File: config.mk
export PLATFORM = sky130hd
export DESIGN_NAME = ics_top
export DESIGN_NICKNAME = d
export VERILOG_FILES = /design/src/logic/ics_pkg.sv /design/src/logic/ics_shadow_if.sv /design/src/logic/ics_top.sv /design/src/logic/ics_shadow_bank.sv
export SDC_FILE = /design/constraint.sdc
export NUM_CORES = 1
export LEC_CHECK = 0
export BUFFER_PORTS_ARGS = -buffer_cell sky130_fd_sc_hd__buf_2
export CAP_MARGIN = 20
export CORE_MARGIN = 2
export CORE_UTILIZATION = 45
export CTS_BUF_LIST = sky130_fd_sc_hd__clkbuf_4 sky130_fd_sc_hd__clkbuf_8
export DETAILED_ROUTE_END_ITERATION = 8
export HOLD_SLACK_MARGIN = 0.06
export PLACE_DENSITY = 0.79
export SYNTH_ARGS = -nofsm -noshare
export SYNTH_HDL_FRONTEND = slang
export SYNTH_SLANG_ARGS = --single-unit
File: constraint.sdc
create_clock -name i_clk -period 1.8 [get_ports i_clk]
set_clock_uncertainty 0.15 [all_clocks]
set_input_delay 0.18 -clock i_clk [delete_from_list [all_inputs] [get_ports i_clk]]
set_output_delay 0.18 -clock i_clk [all_outputs]
set_load 0.01 [all_outputs]
File: src/logic/ics_pkg.sv
// Purpose: Shared constants and types of the interrupt context shadow block
// Assumes: Registers sit in the low byte of aligned 32-bit words
// Notes:   Byte addresses, field positions and reset values live here
package ics_pkg;
	localparam int          DATA_W          = 8;
	localparam int          AV_ADDR_W       = 8;
	localparam int          AV_DATA_W       = 32;
	localparam int          PC_W            = 15;
	localparam int          FSR_W           = 16;
	localparam int          SH_COUNT        = 8;
	localparam int          SH_IDX_W        = 3;
	localparam int          EV_W            = 5;

	// Register byte addresses
	localparam logic [7:0]  OFS_PERIPH_IRQ_ENABLE_FIVE        = 8'h00;
	localparam logic [7:0]  OFS_PERIPH_IRQ_REQUEST_ONE        = 8'h04;
	localparam logic [7:0]  OFS_EVT_STAT    = 8'h08;
	localparam logic [7:0]  OFS_EVT_CLR     = 8'h0c;
	localparam logic [7:0]  OFS_EVT_EN      = 8'h10;
	localparam logic [7:0]  OFS_CTRL        = 8'h14;
	// Shadow window standing for data memory bank 31
	localparam logic [7:0]  OFS_BANK31_BASE = 8'h20;
	localparam logic [7:0]  OFS_BANK31_LAST = 8'h3c;

	// Field layouts and reset values
	localparam logic [7:0]  PERIPH_IRQ_ENABLE_FIVE_MASK       = 8'hf1;
	localparam logic [7:0]  PERIPH_IRQ_REQUEST_ONE_MASK       = 8'hc1;
	localparam logic [7:0]  REG_RESET       = 8'h00;
	localparam int          PERIPH_IRQ_ENABLE_FIVE_TGATE      = 0;
	localparam int          PERIPH_IRQ_ENABLE_FIVE_CELL_LO    = 4;
	localparam int          PERIPH_IRQ_REQUEST_ONE_OSF        = 7;
	localparam int          PERIPH_IRQ_REQUEST_ONE_CSW        = 6;
	localparam int          PERIPH_IRQ_REQUEST_ONE_CONV       = 0;
	localparam logic [7:0]  STATUS_KEEP     = 8'he7;
	localparam int          CTRL_GIE        = 0;
	localparam int          CTRL_PERIPHERAL_GROUP_ENABLE       = 1;

	// Shadow slot indices
	localparam logic [2:0]  SH_W            = 3'h0;
	localparam logic [2:0]  SH_STATUS       = 3'h1;
	localparam logic [2:0]  SH_BSR          = 3'h2;
	localparam logic [2:0]  SH_FSR0L        = 3'h3;
	localparam logic [2:0]  SH_FSR0H        = 3'h4;
	localparam logic [2:0]  SH_FSR1L        = 3'h5;
	localparam logic [2:0]  SH_FSR1H        = 3'h6;
	localparam logic [2:0]  SH_PC_HIGH_LATCH       = 3'h7;

	// Event status bits
	localparam int          EV_ENTRY        = 0;
	localparam int          EV_EXIT         = 1;
	localparam int          EV_OSF          = 2;
	localparam int          EV_CSW          = 3;
	localparam int          EV_CONV         = 4;

	typedef enum logic [1:0] {
		ST_IDLE  = 2'b00,
		ST_ENTRY = 2'b01,
		ST_ISR   = 2'b11,
		ST_EXIT  = 2'b10
	} ics_state_type;

	function automatic logic [7:0] ics_slot(input logic [63:0] v,
		input logic [2:0] idx);
		ics_slot = v[idx*8 +: 8];
	endfunction : ics_slot
endpackage : ics_pkg

File: src/logic/ics_shadow_if.sv
// Purpose: Carrier between the context controller and the shadow bank
// Assumes: One clock domain
// Notes:   Save has priority over a software write in the same cycle
interface ics_shadow_if;
	logic        save;
	logic [63:0] save_data;
	logic        wr;
	logic [2:0]  idx;
	logic [7:0]  wr_data;
	logic [63:0] held;

	modport ctrl (output save, save_data, wr, idx, wr_data, input held);
	modport bank (input save, save_data, wr, idx, wr_data, output held);
endinterface : ics_shadow_if

File: src/logic/ics_top.sv
// Purpose: Interrupt entry and exit context shadow with enable and request
// Assumes: Core and event sources run on i_clk; Avalon-MM slave
// Notes:   One wait state on every bus access
// Operation
// - On interrupt entry push return PC to stack before routine starts
// - On entry copy W, STATUS without TO/PD, BANK_SELECT_REG, FSRs, PC_HIGH_LATCH to shadows
// - On return reload all saved registers from shadow copies
// - Shadow values written during routine are the ones restored
// - Shadow registers sit in bank 31, readable and writable
// - Enable register bits 7 to 4 enable logic cells four to one
// - Enable register eight bits, implemented bits read/write, zero on reset
// - Unimplemented enable bits 3-1 and request bits 5-1 read zero
// - Request flags bits 7, 6, 0 set by hardware, writable, reset zero
// - Oscillator-fail flag set on fail-safe event; only software clears it
// - Clock-switch flag set when new oscillator reports ready
module ics_top
	import ics_pkg::*;
(
	input  wire logic                          i_clk,
	input  wire logic                          i_reset_n,
	input  wire logic [ics_pkg::AV_ADDR_W-1:0] i_avs_address,
	input  wire logic                          i_avs_read,
	input  wire logic                          i_avs_write,
	input  wire logic [ics_pkg::AV_DATA_W-1:0] i_avs_writedata,
	output logic      [ics_pkg::AV_DATA_W-1:0] o_avs_readdata,
	output logic                               o_avs_waitrequest,
	input  wire logic                          i_irq_take,
	input  wire logic                          i_irq_return,
	input  wire logic [ics_pkg::PC_W-1:0]      i_ret_pc,
	input  wire logic [7:0]                    i_w,
	input  wire logic [7:0]                    i_status,
	input  wire logic [7:0]                    i_bsr,
	input  wire logic [7:0]                    i_pc_high_latch,
	input  wire logic [ics_pkg::FSR_W-1:0]     i_fsr0,
	input  wire logic [ics_pkg::FSR_W-1:0]     i_fsr1,
	input  wire logic                          i_osc_failsafe_evt,
	input  wire logic                          i_new_osc_ready,
	input  wire logic                          i_converter_done_evt,
	input  wire logic [3:0]                    i_logic_cell_flags,
	input  wire logic                          i_timer_gate_flag,
	input  wire logic [2:0]                    i_req_one_irq_en,
	output logic                               o_stack_push,
	output logic      [ics_pkg::PC_W-1:0]      o_stack_pc,
	output logic                               o_isr_start,
	output logic                               o_restore,
	output logic      [7:0]                    o_w,
	output logic      [7:0]                    o_status,
	output logic      [7:0]                    o_bsr,
	output logic      [7:0]                    o_pc_high_latch,
	output logic      [ics_pkg::FSR_W-1:0]     o_fsr0,
	output logic      [ics_pkg::FSR_W-1:0]     o_fsr1,
	output logic                               o_periph_irq,
	output logic                               o_irq
);
	import ics_pkg::*;

	ics_shadow_if sh ();

	ics_shadow_bank u_bank (
		.i_clk     (i_clk),
		.i_reset_n (i_reset_n),
		.sh        (sh.bank)
	);

	ics_state_type     state_r, state_nxt;
	logic              push_r, push_nxt;
	logic              start_r, start_nxt;
	logic              restore_r, restore_nxt;
	logic [PC_W-1:0]   pc_r, pc_nxt;
	logic [7:0]        periph_irq_enable_five_r, periph_irq_enable_five_nxt;
	logic [7:0]        periph_irq_request_one_r, periph_irq_request_one_nxt;
	logic [EV_W-1:0]   evt_r, evt_nxt;
	logic [EV_W-1:0]   evt_en_r, evt_en_nxt;
	logic [1:0]        ctrl_r, ctrl_nxt;
	logic              ack_r, ack_nxt;
	logic [7:0]        rdata_r, rdata_nxt;
	logic              rdy_prev_r;
	logic              entry, leave, wr_ok, csw_rise, in_bank;
	logic [EV_W-1:0]   evt_set;
	logic [7:0]        rsel;

	// Bus handshake: one wait cycle, then the access completes
	assign o_avs_waitrequest = (i_avs_read | i_avs_write) & ~ack_r;
	assign wr_ok    = i_avs_write & ack_r;
	assign in_bank  = i_avs_address >= OFS_BANK31_BASE &&
		i_avs_address <= OFS_BANK31_LAST && i_avs_address[1:0] == 2'h0;
	assign entry    = i_irq_take & (state_r == ST_IDLE);
	assign leave    = i_irq_return & (state_r == ST_ISR);
	assign csw_rise = i_new_osc_ready & ~rdy_prev_r;

	// Shadow bank access
	assign sh.save      = entry;
	assign sh.save_data = {i_pc_high_latch, i_fsr1, i_fsr0, i_bsr,
		i_status & STATUS_KEEP, i_w};
	assign sh.wr        = wr_ok & in_bank;
	assign sh.idx       = 3'(i_avs_address[4:2]);
	assign sh.wr_data   = i_avs_writedata[7:0];

	// Context sequence
	always_comb begin
		state_nxt   = state_r;
		push_nxt    = 1'b0;
		start_nxt   = 1'b0;
		restore_nxt = 1'b0;
		pc_nxt      = pc_r;
		case (state_r)
			ST_IDLE: begin
				if (entry) begin
					state_nxt = ST_ENTRY;
					push_nxt  = 1'b1;
					pc_nxt    = i_ret_pc;
				end
			end
			ST_ENTRY: begin
				state_nxt = ST_ISR;
				start_nxt = 1'b1;
			end
			ST_ISR: begin
				if (leave) begin
					state_nxt   = ST_EXIT;
					restore_nxt = 1'b1;
				end
			end
			ST_EXIT: begin
				state_nxt = ST_IDLE;
			end
			default: begin
				state_nxt = ST_IDLE;
			end
		endcase
	end

	// Restored values come straight from the shadow flops
	assign o_restore    = restore_r;
	assign o_w          = ics_slot(sh.held, SH_W);
	assign o_status     = ics_slot(sh.held, SH_STATUS);
	assign o_bsr        = ics_slot(sh.held, SH_BSR);
	assign o_pc_high_latch     = ics_slot(sh.held, SH_PC_HIGH_LATCH);
	assign o_fsr0       = {ics_slot(sh.held, SH_FSR0H),
		ics_slot(sh.held, SH_FSR0L)};
	assign o_fsr1       = {ics_slot(sh.held, SH_FSR1H),
		ics_slot(sh.held, SH_FSR1L)};
	assign o_stack_push = push_r;
	assign o_stack_pc   = pc_r;
	assign o_isr_start  = start_r;

	// Register file and flags
	always_comb begin
		periph_irq_enable_five_nxt   = periph_irq_enable_five_r;
		periph_irq_request_one_nxt   = periph_irq_request_one_r;
		evt_en_nxt = evt_en_r;
		ctrl_nxt   = ctrl_r;
		evt_nxt    = evt_r;
		evt_set    = '0;
		if (wr_ok) begin
			case (i_avs_address)
				OFS_PERIPH_IRQ_ENABLE_FIVE:   periph_irq_enable_five_nxt   = i_avs_writedata[7:0] & PERIPH_IRQ_ENABLE_FIVE_MASK;
				OFS_PERIPH_IRQ_REQUEST_ONE:   periph_irq_request_one_nxt   = i_avs_writedata[7:0] & PERIPH_IRQ_REQUEST_ONE_MASK;
				OFS_EVT_CLR: evt_nxt   = evt_r & ~i_avs_writedata[EV_W-1:0];
				OFS_EVT_EN: evt_en_nxt = i_avs_writedata[EV_W-1:0];
				OFS_CTRL:   ctrl_nxt   = i_avs_writedata[1:0];
				default:    ctrl_nxt   = ctrl_r;
			endcase
		end
		// Hardware sets win over a software write in the same cycle
		if (i_osc_failsafe_evt) begin
			periph_irq_request_one_nxt[PERIPH_IRQ_REQUEST_ONE_OSF] = 1'b1;
		end
		if (csw_rise) begin
			periph_irq_request_one_nxt[PERIPH_IRQ_REQUEST_ONE_CSW] = 1'b1;
		end
		if (i_converter_done_evt) begin
			periph_irq_request_one_nxt[PERIPH_IRQ_REQUEST_ONE_CONV] = 1'b1;
		end
		evt_set[EV_ENTRY] = entry;
		evt_set[EV_EXIT]  = leave;
		evt_set[EV_OSF]   = i_osc_failsafe_evt;
		evt_set[EV_CSW]   = csw_rise;
		evt_set[EV_CONV]  = i_converter_done_evt;
		evt_nxt = evt_nxt | evt_set;
	end

	// Read path
	always_comb begin
		rsel = REG_RESET;
		case (i_avs_address)
			OFS_PERIPH_IRQ_ENABLE_FIVE:     rsel = periph_irq_enable_five_r & PERIPH_IRQ_ENABLE_FIVE_MASK;
			OFS_PERIPH_IRQ_REQUEST_ONE:     rsel = periph_irq_request_one_r & PERIPH_IRQ_REQUEST_ONE_MASK;
			OFS_EVT_STAT: rsel = 8'(evt_r);
			OFS_EVT_EN:   rsel = 8'(evt_en_r);
			OFS_CTRL:     rsel = 8'(ctrl_r);
			default: begin
				if (in_bank) begin
					rsel = ics_slot(sh.held, sh.idx);
				end
			end
		endcase
		ack_nxt   = (i_avs_read | i_avs_write) & ~ack_r;
		rdata_nxt = (i_avs_read & ~ack_r) ? rsel : rdata_r;
	end
	assign o_avs_readdata = {24'h000000, rdata_r};

	// Interrupt outputs
	assign o_periph_irq = ctrl_r[CTRL_GIE] & ctrl_r[CTRL_PERIPHERAL_GROUP_ENABLE] &
		(|(periph_irq_enable_five_r[7:PERIPH_IRQ_ENABLE_FIVE_CELL_LO] & i_logic_cell_flags) |
		(periph_irq_enable_five_r[PERIPH_IRQ_ENABLE_FIVE_TGATE] & i_timer_gate_flag) |
		(i_req_one_irq_en[2] & periph_irq_request_one_r[PERIPH_IRQ_REQUEST_ONE_OSF]) |
		(i_req_one_irq_en[1] & periph_irq_request_one_r[PERIPH_IRQ_REQUEST_ONE_CSW]) |
		(i_req_one_irq_en[0] & periph_irq_request_one_r[PERIPH_IRQ_REQUEST_ONE_CONV]));
	assign o_irq = |(evt_r & evt_en_r);

	always_ff @(posedge i_clk or negedge i_reset_n) begin
		if (!i_reset_n) begin
			state_r    <= ST_IDLE;
			push_r     <= 1'b0;
			start_r    <= 1'b0;
			restore_r  <= 1'b0;
			pc_r       <= '0;
			periph_irq_enable_five_r     <= REG_RESET;
			periph_irq_request_one_r     <= REG_RESET;
			evt_r      <= '0;
			evt_en_r   <= '0;
			ctrl_r     <= '0;
			ack_r      <= 1'b0;
			rdata_r    <= REG_RESET;
			rdy_prev_r <= 1'b0;
		end else begin
			state_r    <= state_nxt;
			push_r     <= push_nxt;
			start_r    <= start_nxt;
			restore_r  <= restore_nxt;
			pc_r       <= pc_nxt;
			periph_irq_enable_five_r     <= periph_irq_enable_five_nxt;
			periph_irq_request_one_r     <= periph_irq_request_one_nxt;
			evt_r      <= evt_nxt;
			evt_en_r   <= evt_en_nxt;
			ctrl_r     <= ctrl_nxt;
			ack_r      <= ack_nxt;
			rdata_r    <= rdata_nxt;
			rdy_prev_r <= i_new_osc_ready;
		end
	end
endmodule : ics_top

File: src/logic/ics_shadow_bank.sv
// Purpose: Eight byte shadow copies of the core context
// Assumes: Save and software write come from the same clock
// Notes:   Storage is flip-flops addressed by slot index
module ics_shadow_bank
	import ics_pkg::*;
(
	input  wire logic  i_clk,
	input  wire logic  i_reset_n,
	ics_shadow_if.bank sh
);
	logic [7:0] slot_r   [SH_COUNT];
	logic [7:0] slot_nxt [SH_COUNT];

	always_comb begin
		for (int i = 0; i < SH_COUNT; i++) begin
			slot_nxt[i] = slot_r[i];
			if (sh.save) begin
				slot_nxt[i] = ics_slot(sh.save_data, 3'(i));
			end else if (sh.wr && sh.idx == 3'(i)) begin
				slot_nxt[i] = sh.wr_data;
			end
		end
	end

	always_ff @(posedge i_clk or negedge i_reset_n) begin
		if (!i_reset_n) begin
			for (int i = 0; i < SH_COUNT; i++) begin
				slot_r[i] <= REG_RESET;
			end
		end else begin
			slot_r <= slot_nxt;
		end
	end

	always_comb begin
		for (int i = 0; i < SH_COUNT; i++) begin
			sh.held[i*8 +: 8] = slot_r[i];
		end
	end
endmodule : ics_shadow_bank

==> metrics.yaml, run 1 <==
finish:
  fillerInstances: 874
  final_util_pct: 70.9
  drive_gt1_share_pct: 39.3
  fin_nets: 1035
  syn_to_final_growth_pct: 54.3
  n_antenna_cell: 0
floorplan:
  die-area_sq_mm: 0.0138
  coreArea_sq_mm: 0.0126
  die_y_um: 118
  top_level_ports: 253
  initial_core_util_pct: 46.0
  die_x_um: 118
  rows: 41
place:
  dp_slack_ns: -0.367
  dp_hpwl_um: 14300
  finalWeightedCongestion: 0.948
  io_buffers: 202
global_route:
  grt_pass1_vias: 5995
  track_usage_pct: 30.8
  antenna_found_initial: 0
  grt_max_degree: 52
  grt-ovfl-total: 0
  grt_pass1_wl_um: 32700
clocking:
  cts_sinks: 114
  clk_pin_slew_ns: 0.08
  ctsHtreeMaxLevel: 4
  cts-buffers-inserted: 17
  cts_root_buf: "clkbuf_8"
  cts_tree: "built"
  cts.path.max_buffers: 2
  insertion_delay_ns: 0.45
detailed_routing:
  postRouteAntennaNets: 0
  via_count: 6192
  via_per_inst: 5.71
  dr.pass1.iters: 5
  drcViolationCount: 0
  drt-initial-drc-count: 757
  wire_per_inst_um: 20.5
  routed_wirelength_um: 22300
min_path:
  hold_path.class: "in2reg"
timing:
  finalSetupViolations: 1
  finalMaxSlewViolations: 0
  worst_slack_ns: -0.00230
  tightest_slew_ns: 0.813
  rsz0062_at_grt: "true"
  post-route-min-period_ns: 1.80
  finalHoldViolations: 0
  period_share_pct: 100
  hold_slack_ns: 0.0512
  maxSlewHeadroom_pct: 45.6
  fmax_mhz: 555
  tns_ns: -0.00230
yosys:
  synth.distinct_cells: 46
  synthFlopType: "dfrtp_1"
  post-synth-top-count-cell: "dfrtp_1"
  synth_top_area_cell: "dfrtp_1"
  syn_inst: 554
  yosys.area.top_type_share_pct: 49.2
  synth_warnings: 0
  synth_edf_count: 0
  avgSynthCellArea_sq_um: 10.5
  yosys-top-cells-count: "dfrtp_1 (114), nand2_1 (83), a21oi_1 (41)"
  synth-seq-cells: 114
  synth_area_leaders: "dfrtp_1 (49%), mux4_2 (5.4%), nand2_1 (5.4%)"
  yosysSeqAreaShare_pct: 49.2
  synth_area_sq_mm: 0.00580
  async_reset_ff_share_pct: 100
outcome:
  violations: "setup timing"
  status: "complete, but fails checks"
pwr:
  seqPwrFrac_pct: 36.1
  p_leak_nw: 4.56
  pwr-share-clk_pct: 24.2
  peakVddDrop_mv: 0.915
  powerDensity_mw_per_mm2: 1290
  intPower_mw: 7.28
  combPwrFrac_pct: 39.6
  switching_share_pct: 37.1
  switchingPower_mw: 4.30
critical_path:
  crit_required_ns: 1.47
  r2r_setup_slack_ns: 0.03
  max_stage_delay_ns: 0.41
  critPathMaxFanout: 3
  crit_family: "flip-flops"
  crit_type: "reg2out"
  slowest_stage: "dfrtp_1"
  critical_path_arrival_ns: 1.47
  cp-end-kind: "primary output"
  crit_buf_inv: 1
  path_cells: "a222oi_1, nand2_1, buf_2"
  worstSetupStartpointType: "register"
run:
  drv_cap: 0
==> metal layers <==
layer  wire [um]  global-route usage, %
met1        8090                   37.2
met2       10800                   51.2
met3        2220                   8.19
met4        1140                   15.3
met5           0                      0
==> tightest hold or removal path, cell delays in order <==
cell     delay, ns
buf_2         0.10
nand2_2       0.12
inv_6         0.14
a21o_1        0.09
==> metrics by stage <==
stage	power, mW	std cells	instance area [sq um]
finish	11.6	1084	8950
global route	12.1	1084	8950
global placement	8.11	949	7350
CTS	11.2	1074	8760
detailed placement	8.21	949	7350
floorplan	6.24	577	5890
==> sequential cells by signal, indices dropped and copies added (netlist names), 2 cells and up <==
register,cells
u_bank.sh.held,64
o_stack_pc,15
rdata_r,8
evt_en_r,5
evt_r,5
periph_irq_enable_five_r,5
periph_irq_request_one_r,3
ctrl_r,2
state_r,2
==> cell usage in the layout, fill, tap and decap left out, drive strengths merged, types with 4 or more instances in the layout <==
cell         instances
a211o                4
a21o                 4
a21oi               41
a221o               22
a22oi               11
a31oi                6
a41oi                4
and3                26
buf                271
bufinv               5
clkbuf              19
clkinvlp             5
conb                24
dfrtp              114
dlygate4sd3         93
inv                  5
mux2                15
mux2i               26
mux4                14
nand2               84
nand3                8
nand4                6
nor2                31
nor2b               13
nor3                 9
o21ai               26
==> cell type report <==
class,instances,area [sq um],area share (%)
clock inverter,13,210,2.35
tap,172,215,2.40
multi-input combinational,397,2770,31.0
timing repair buffer,364,2630,29.3
sequential,114,2850,31.9
clock buffer,19,249,2.78
inverter,5,23.8,0.266
==> final timing paths <==
| kind | start | to | depth (start not counted) |
|---|---|---|---|
| max | evt_r[3] | o_irq | 3 |
| min | i_irq_take | evt_r[0] | 4 |
| max reg2reg | u_bank.sh.held[62] | rdata_r[6] | 4 |
| min reg2reg | rdy_prev_r | evt_r[3] | 1 |
| max in group asynchronous | i_reset_n | u_bank.sh.held[18] | 3 |
| min in group asynchronous | i_reset_n | rdata_r[0] | 3 |
==> what timing repair did <==
action,in CTS,in global routing
hold buffers,93,0
setup endpoints to repair,9,47
hold endpoints to repair,214,0
buffers inserted,0,8
gates cloned,0,3
pin swaps,0,6
resized for setup,4,41
==> kinds of logic (layout without fill, tap and decap cells) <==
family | count (synthesis) | in the layout | synth area share [%]
AO/OA/AOI/OAI | 127 | 127 | 14.7
multiplexers | 55 | 55 | 12.8
buffers and inverters | 66 | 401 | 6.28
AND/OR/NAND/NOR | 191 | 191 | 16.9
other | 1 | 24 | 0.0647
flip-flops | 114 | 114 | 49.2
==> power by group through the flow <==
stage	Sequential, mW	Clock, mW	Combinational (mW)
3_3_place_gp	4.16	0	3.95
2_1_floorplan	4.42	0	1.82
3_5_place_dp	4.17	0	4.04
6_report	4.19	2.81	4.59
5_1_grt	4.27	2.95	4.90
4_1_cts	4.13	2.82	4.27
No activity file was read; power rests on OpenSTA's default activity.
==> run 2: changes to the inputs <==
CORE_UTILIZATION = 40   (was 45)
PLACE_DENSITY = 0.72   (was 0.79)
==> metrics.yaml, run 2 (same netlist as run 1, synthesis figures left out) <==
place:
  io_buffers: 202  # unchanged
  dp_hpwl_um: 14200  # -0.41%
  finalWeightedCongestion: 0.877  # -7.6%
timing:
  tightest_slew_ns: 0.538  # -0.275 ns
  post-route-min-period_ns: 1.79  # -0.0170 ns
  hold_slack_ns: 0.121  # +0.0695 ns
  finalSetupViolations: 0  # -1
  maxSlewHeadroom_pct: 64.1  # +18 points
  period_share_pct: 99.2  # -0.94 points
  rsz0062_at_grt: "true"
  fmax_mhz: 560  # +0.95%
  finalHoldViolations: 0  # unchanged
  finalMaxSlewViolations: 0  # unchanged
floorplan:
  top_level_ports: 253  # unchanged
  die-area_sq_mm: 0.0155  # +12%
  die_x_um: 124  # +5.9%
  die_y_um: 124  # +5.9%
  initial_core_util_pct: 40.4  # -5.6 points
  coreArea_sq_mm: 0.0144  # +14%
  rows: 44  # +7.3%
detailed_routing:
  via_count: 5877  # -5.1%
  via_per_inst: 5.43  # -4.9%
  drt-initial-drc-count: 492  # -35%
  dr.pass1.iters: 5  # unchanged
  wire_per_inst_um: 19.1  # -6.8%
  routed_wirelength_um: 20700  # -7.0%
  drcViolationCount: 0  # unchanged
  postRouteAntennaNets: 0  # unchanged
global_route:
  antenna_found_initial: 0  # unchanged
  grt_max_degree: 68  # +31%
  grt_pass1_vias: 5860  # -2.3%
  track_usage_pct: 26.6  # -4.2 points
  grt-ovfl-total: 0  # unchanged
  grt_pass1_wl_um: 32000  # -2.3%
finish:
  drive_gt1_share_pct: 37.8  # -1.5 points
  n_antenna_cell: 0  # unchanged
  seq_area_sq_mm: 0.00285  # about the same
  largest_register_ff_count: 64  # unchanged
  syn_to_final_growth_pct: 49.7
  multiInputGateArea_sq_mm: 0.00272  # -1.9%
  fillerInstances: 1157  # +32%
  final_common_cell: "buf_2"
  final_cell_mix: "buf_2 (200), dfrtp_1 (113), dlygate4sd3_1 (94)"
  fin_nets: 1021  # -1.4%
pwr:
  combPwrFrac_pct: 39.4  # -0.2 points
  power_mw: 10.9  # -6.1%
  pwr-share-clk_pct: 22.2  # -2.0 points
  powerDensity_mw_per_mm2: 1250  # -3.2%
  seqPwrFrac_pct: 38.4  # +2.3 points
  p_leak_nw: 4.44  # -2.5%
  switchingPower_mw: 4.08  # -5.2%
  intPower_mw: 6.79  # -6.7%
  peakVddDrop_mv: 0.703  # -23%
  switching_share_pct: 37.5  # +0.39 points
run:
  drv_cap: 0  # unchanged
clocking:
  cts.path.max_buffers: 2  # unchanged
  cts_root_buf: "clkbuf_8"
  insertion_delay_ns: 0.44  # about the same
  cts_sinks: 114  # unchanged
  cts_tree: "built"
  ctsHtreeMaxLevel: 4  # unchanged
  clk_pin_slew_ns: 0.08  # about the same
  cts-buffers-inserted: 17  # unchanged
critical_path:
  critPathMaxFanout: 3  # unchanged
  cp-end-kind: "register"
  crit_required_ns: 1.98  # +0.51 ns
  crit_type: "reg2reg"
  critical_path_arrival_ns: 1.96  # +0.49 ns
  worstSetupStartpointType: "register"
outcome:
  status: "finished clean"
min_path:
  hold_path.class: "in2reg"
==> run 2: cell count changes in the layout (fill, tap and decap cells not counted), moves of 3 or more <==
cell | before | now
bufinv_16 | 5 | 2
o21ai_1 | 3 | 0
a41oi_1 | 1 | 4
o21ai_0 | 23 | 26
buf_6 | 7 | 0
buf_4 | 52 | 48
buf_12 | 11 | 7
==> run 2: cell type report <==
class,instances,area share [%]
Multi-Input combinational cell,397,31.3
Clock inverter,12,1.53
Clock buffer,20,3.10
Inverter,5,0.274
Timing Repair Buffer,350,28.2
Tap cell,184,2.65
Sequential cell,114,32.9
==> run 2: power groups by stage <==
| stage | Clock, mW | Combinational, mW | Sequential, mW |
|---|---|---|---|
| floorplan | 0 | 1.82 | 4.42 |
| global placement | 0 | 3.81 | 4.18 |
| detailed placement | 0 | 3.91 | 4.18 |
| CTS | 2.45 | 4.09 | 4.15 |
| global route | 2.57 | 4.62 | 4.27 |
| finish | 2.42 | 4.28 | 4.18 |
==> run 2: worst max-delay path, cell delays in order, from the launching register on <==
cell and delay [ns]:
dfrtp_1 0.42, mux4_2 0.50, mux2_2 0.31, a22oi_2 0.19
a21oi_1 0.09
==> run 2: routing by layer <==
metal	vias to the layer above	share of wire, %	track usage, %
li1	2637	-	-
met3	65	8.0	6.92
met2	353	48	43.0
met4	0	3.6	12.2
met1	2822	40	33.7
met5	-	0	0
==> run 2: worst paths after layout <==
| kind | start | endpoint | slack [ns] | depth (start not counted) |
|---|---|---|---|---|
| max | u_bank.sh.held[51] | rdata_r[3] | 0.01 | 4 |
| min | i_avs_address[4] | rdata_r[0] | 0.12 | 5 |
| max reg2reg | u_bank.sh.held[51] | rdata_r[3] | 0.01 | 4 |
| min reg2reg | rdy_prev_r | evt_r[3] | 0.29 | 1 |
| max in group asynchronous | i_reset_n | ack_r | 0.26 | 4 |
| min in group asynchronous | i_reset_n | u_bank.sh.held[52] | 0.61 | 3 |
==> run 2: metrics by stage <==
step	std cells	setup WS [ns]	instance area, sq um	util, %	setup TNS (ns)
2_1_floorplan	577	0.0263	5890	-	0
3_3_place_gp	952	-0.351	7250	50.5	-14.96
3_5_place_dp	952	-0.356	7250	50.5	-16.87
4_1_cts	1078	0.00264	8600	59.8	0
5_1_grt	1082	-0.0499	8680	60.4	-0.0499
6_report	1082	0.0147	8680	60.4	0
==> run 2: what timing repair did <==
| action | in CTS | in global routing |
|---|---|---|
| gates resized for setup | 2 | 15 |
| buffers inserted | 0 | 4 |
| endpoints found under the setup margin | 3 | 70 |
| hold buffers | 94 | 1 |
| pin swaps | 0 | 2 |
| endpoints found under the hold margin | 220 | 19 |
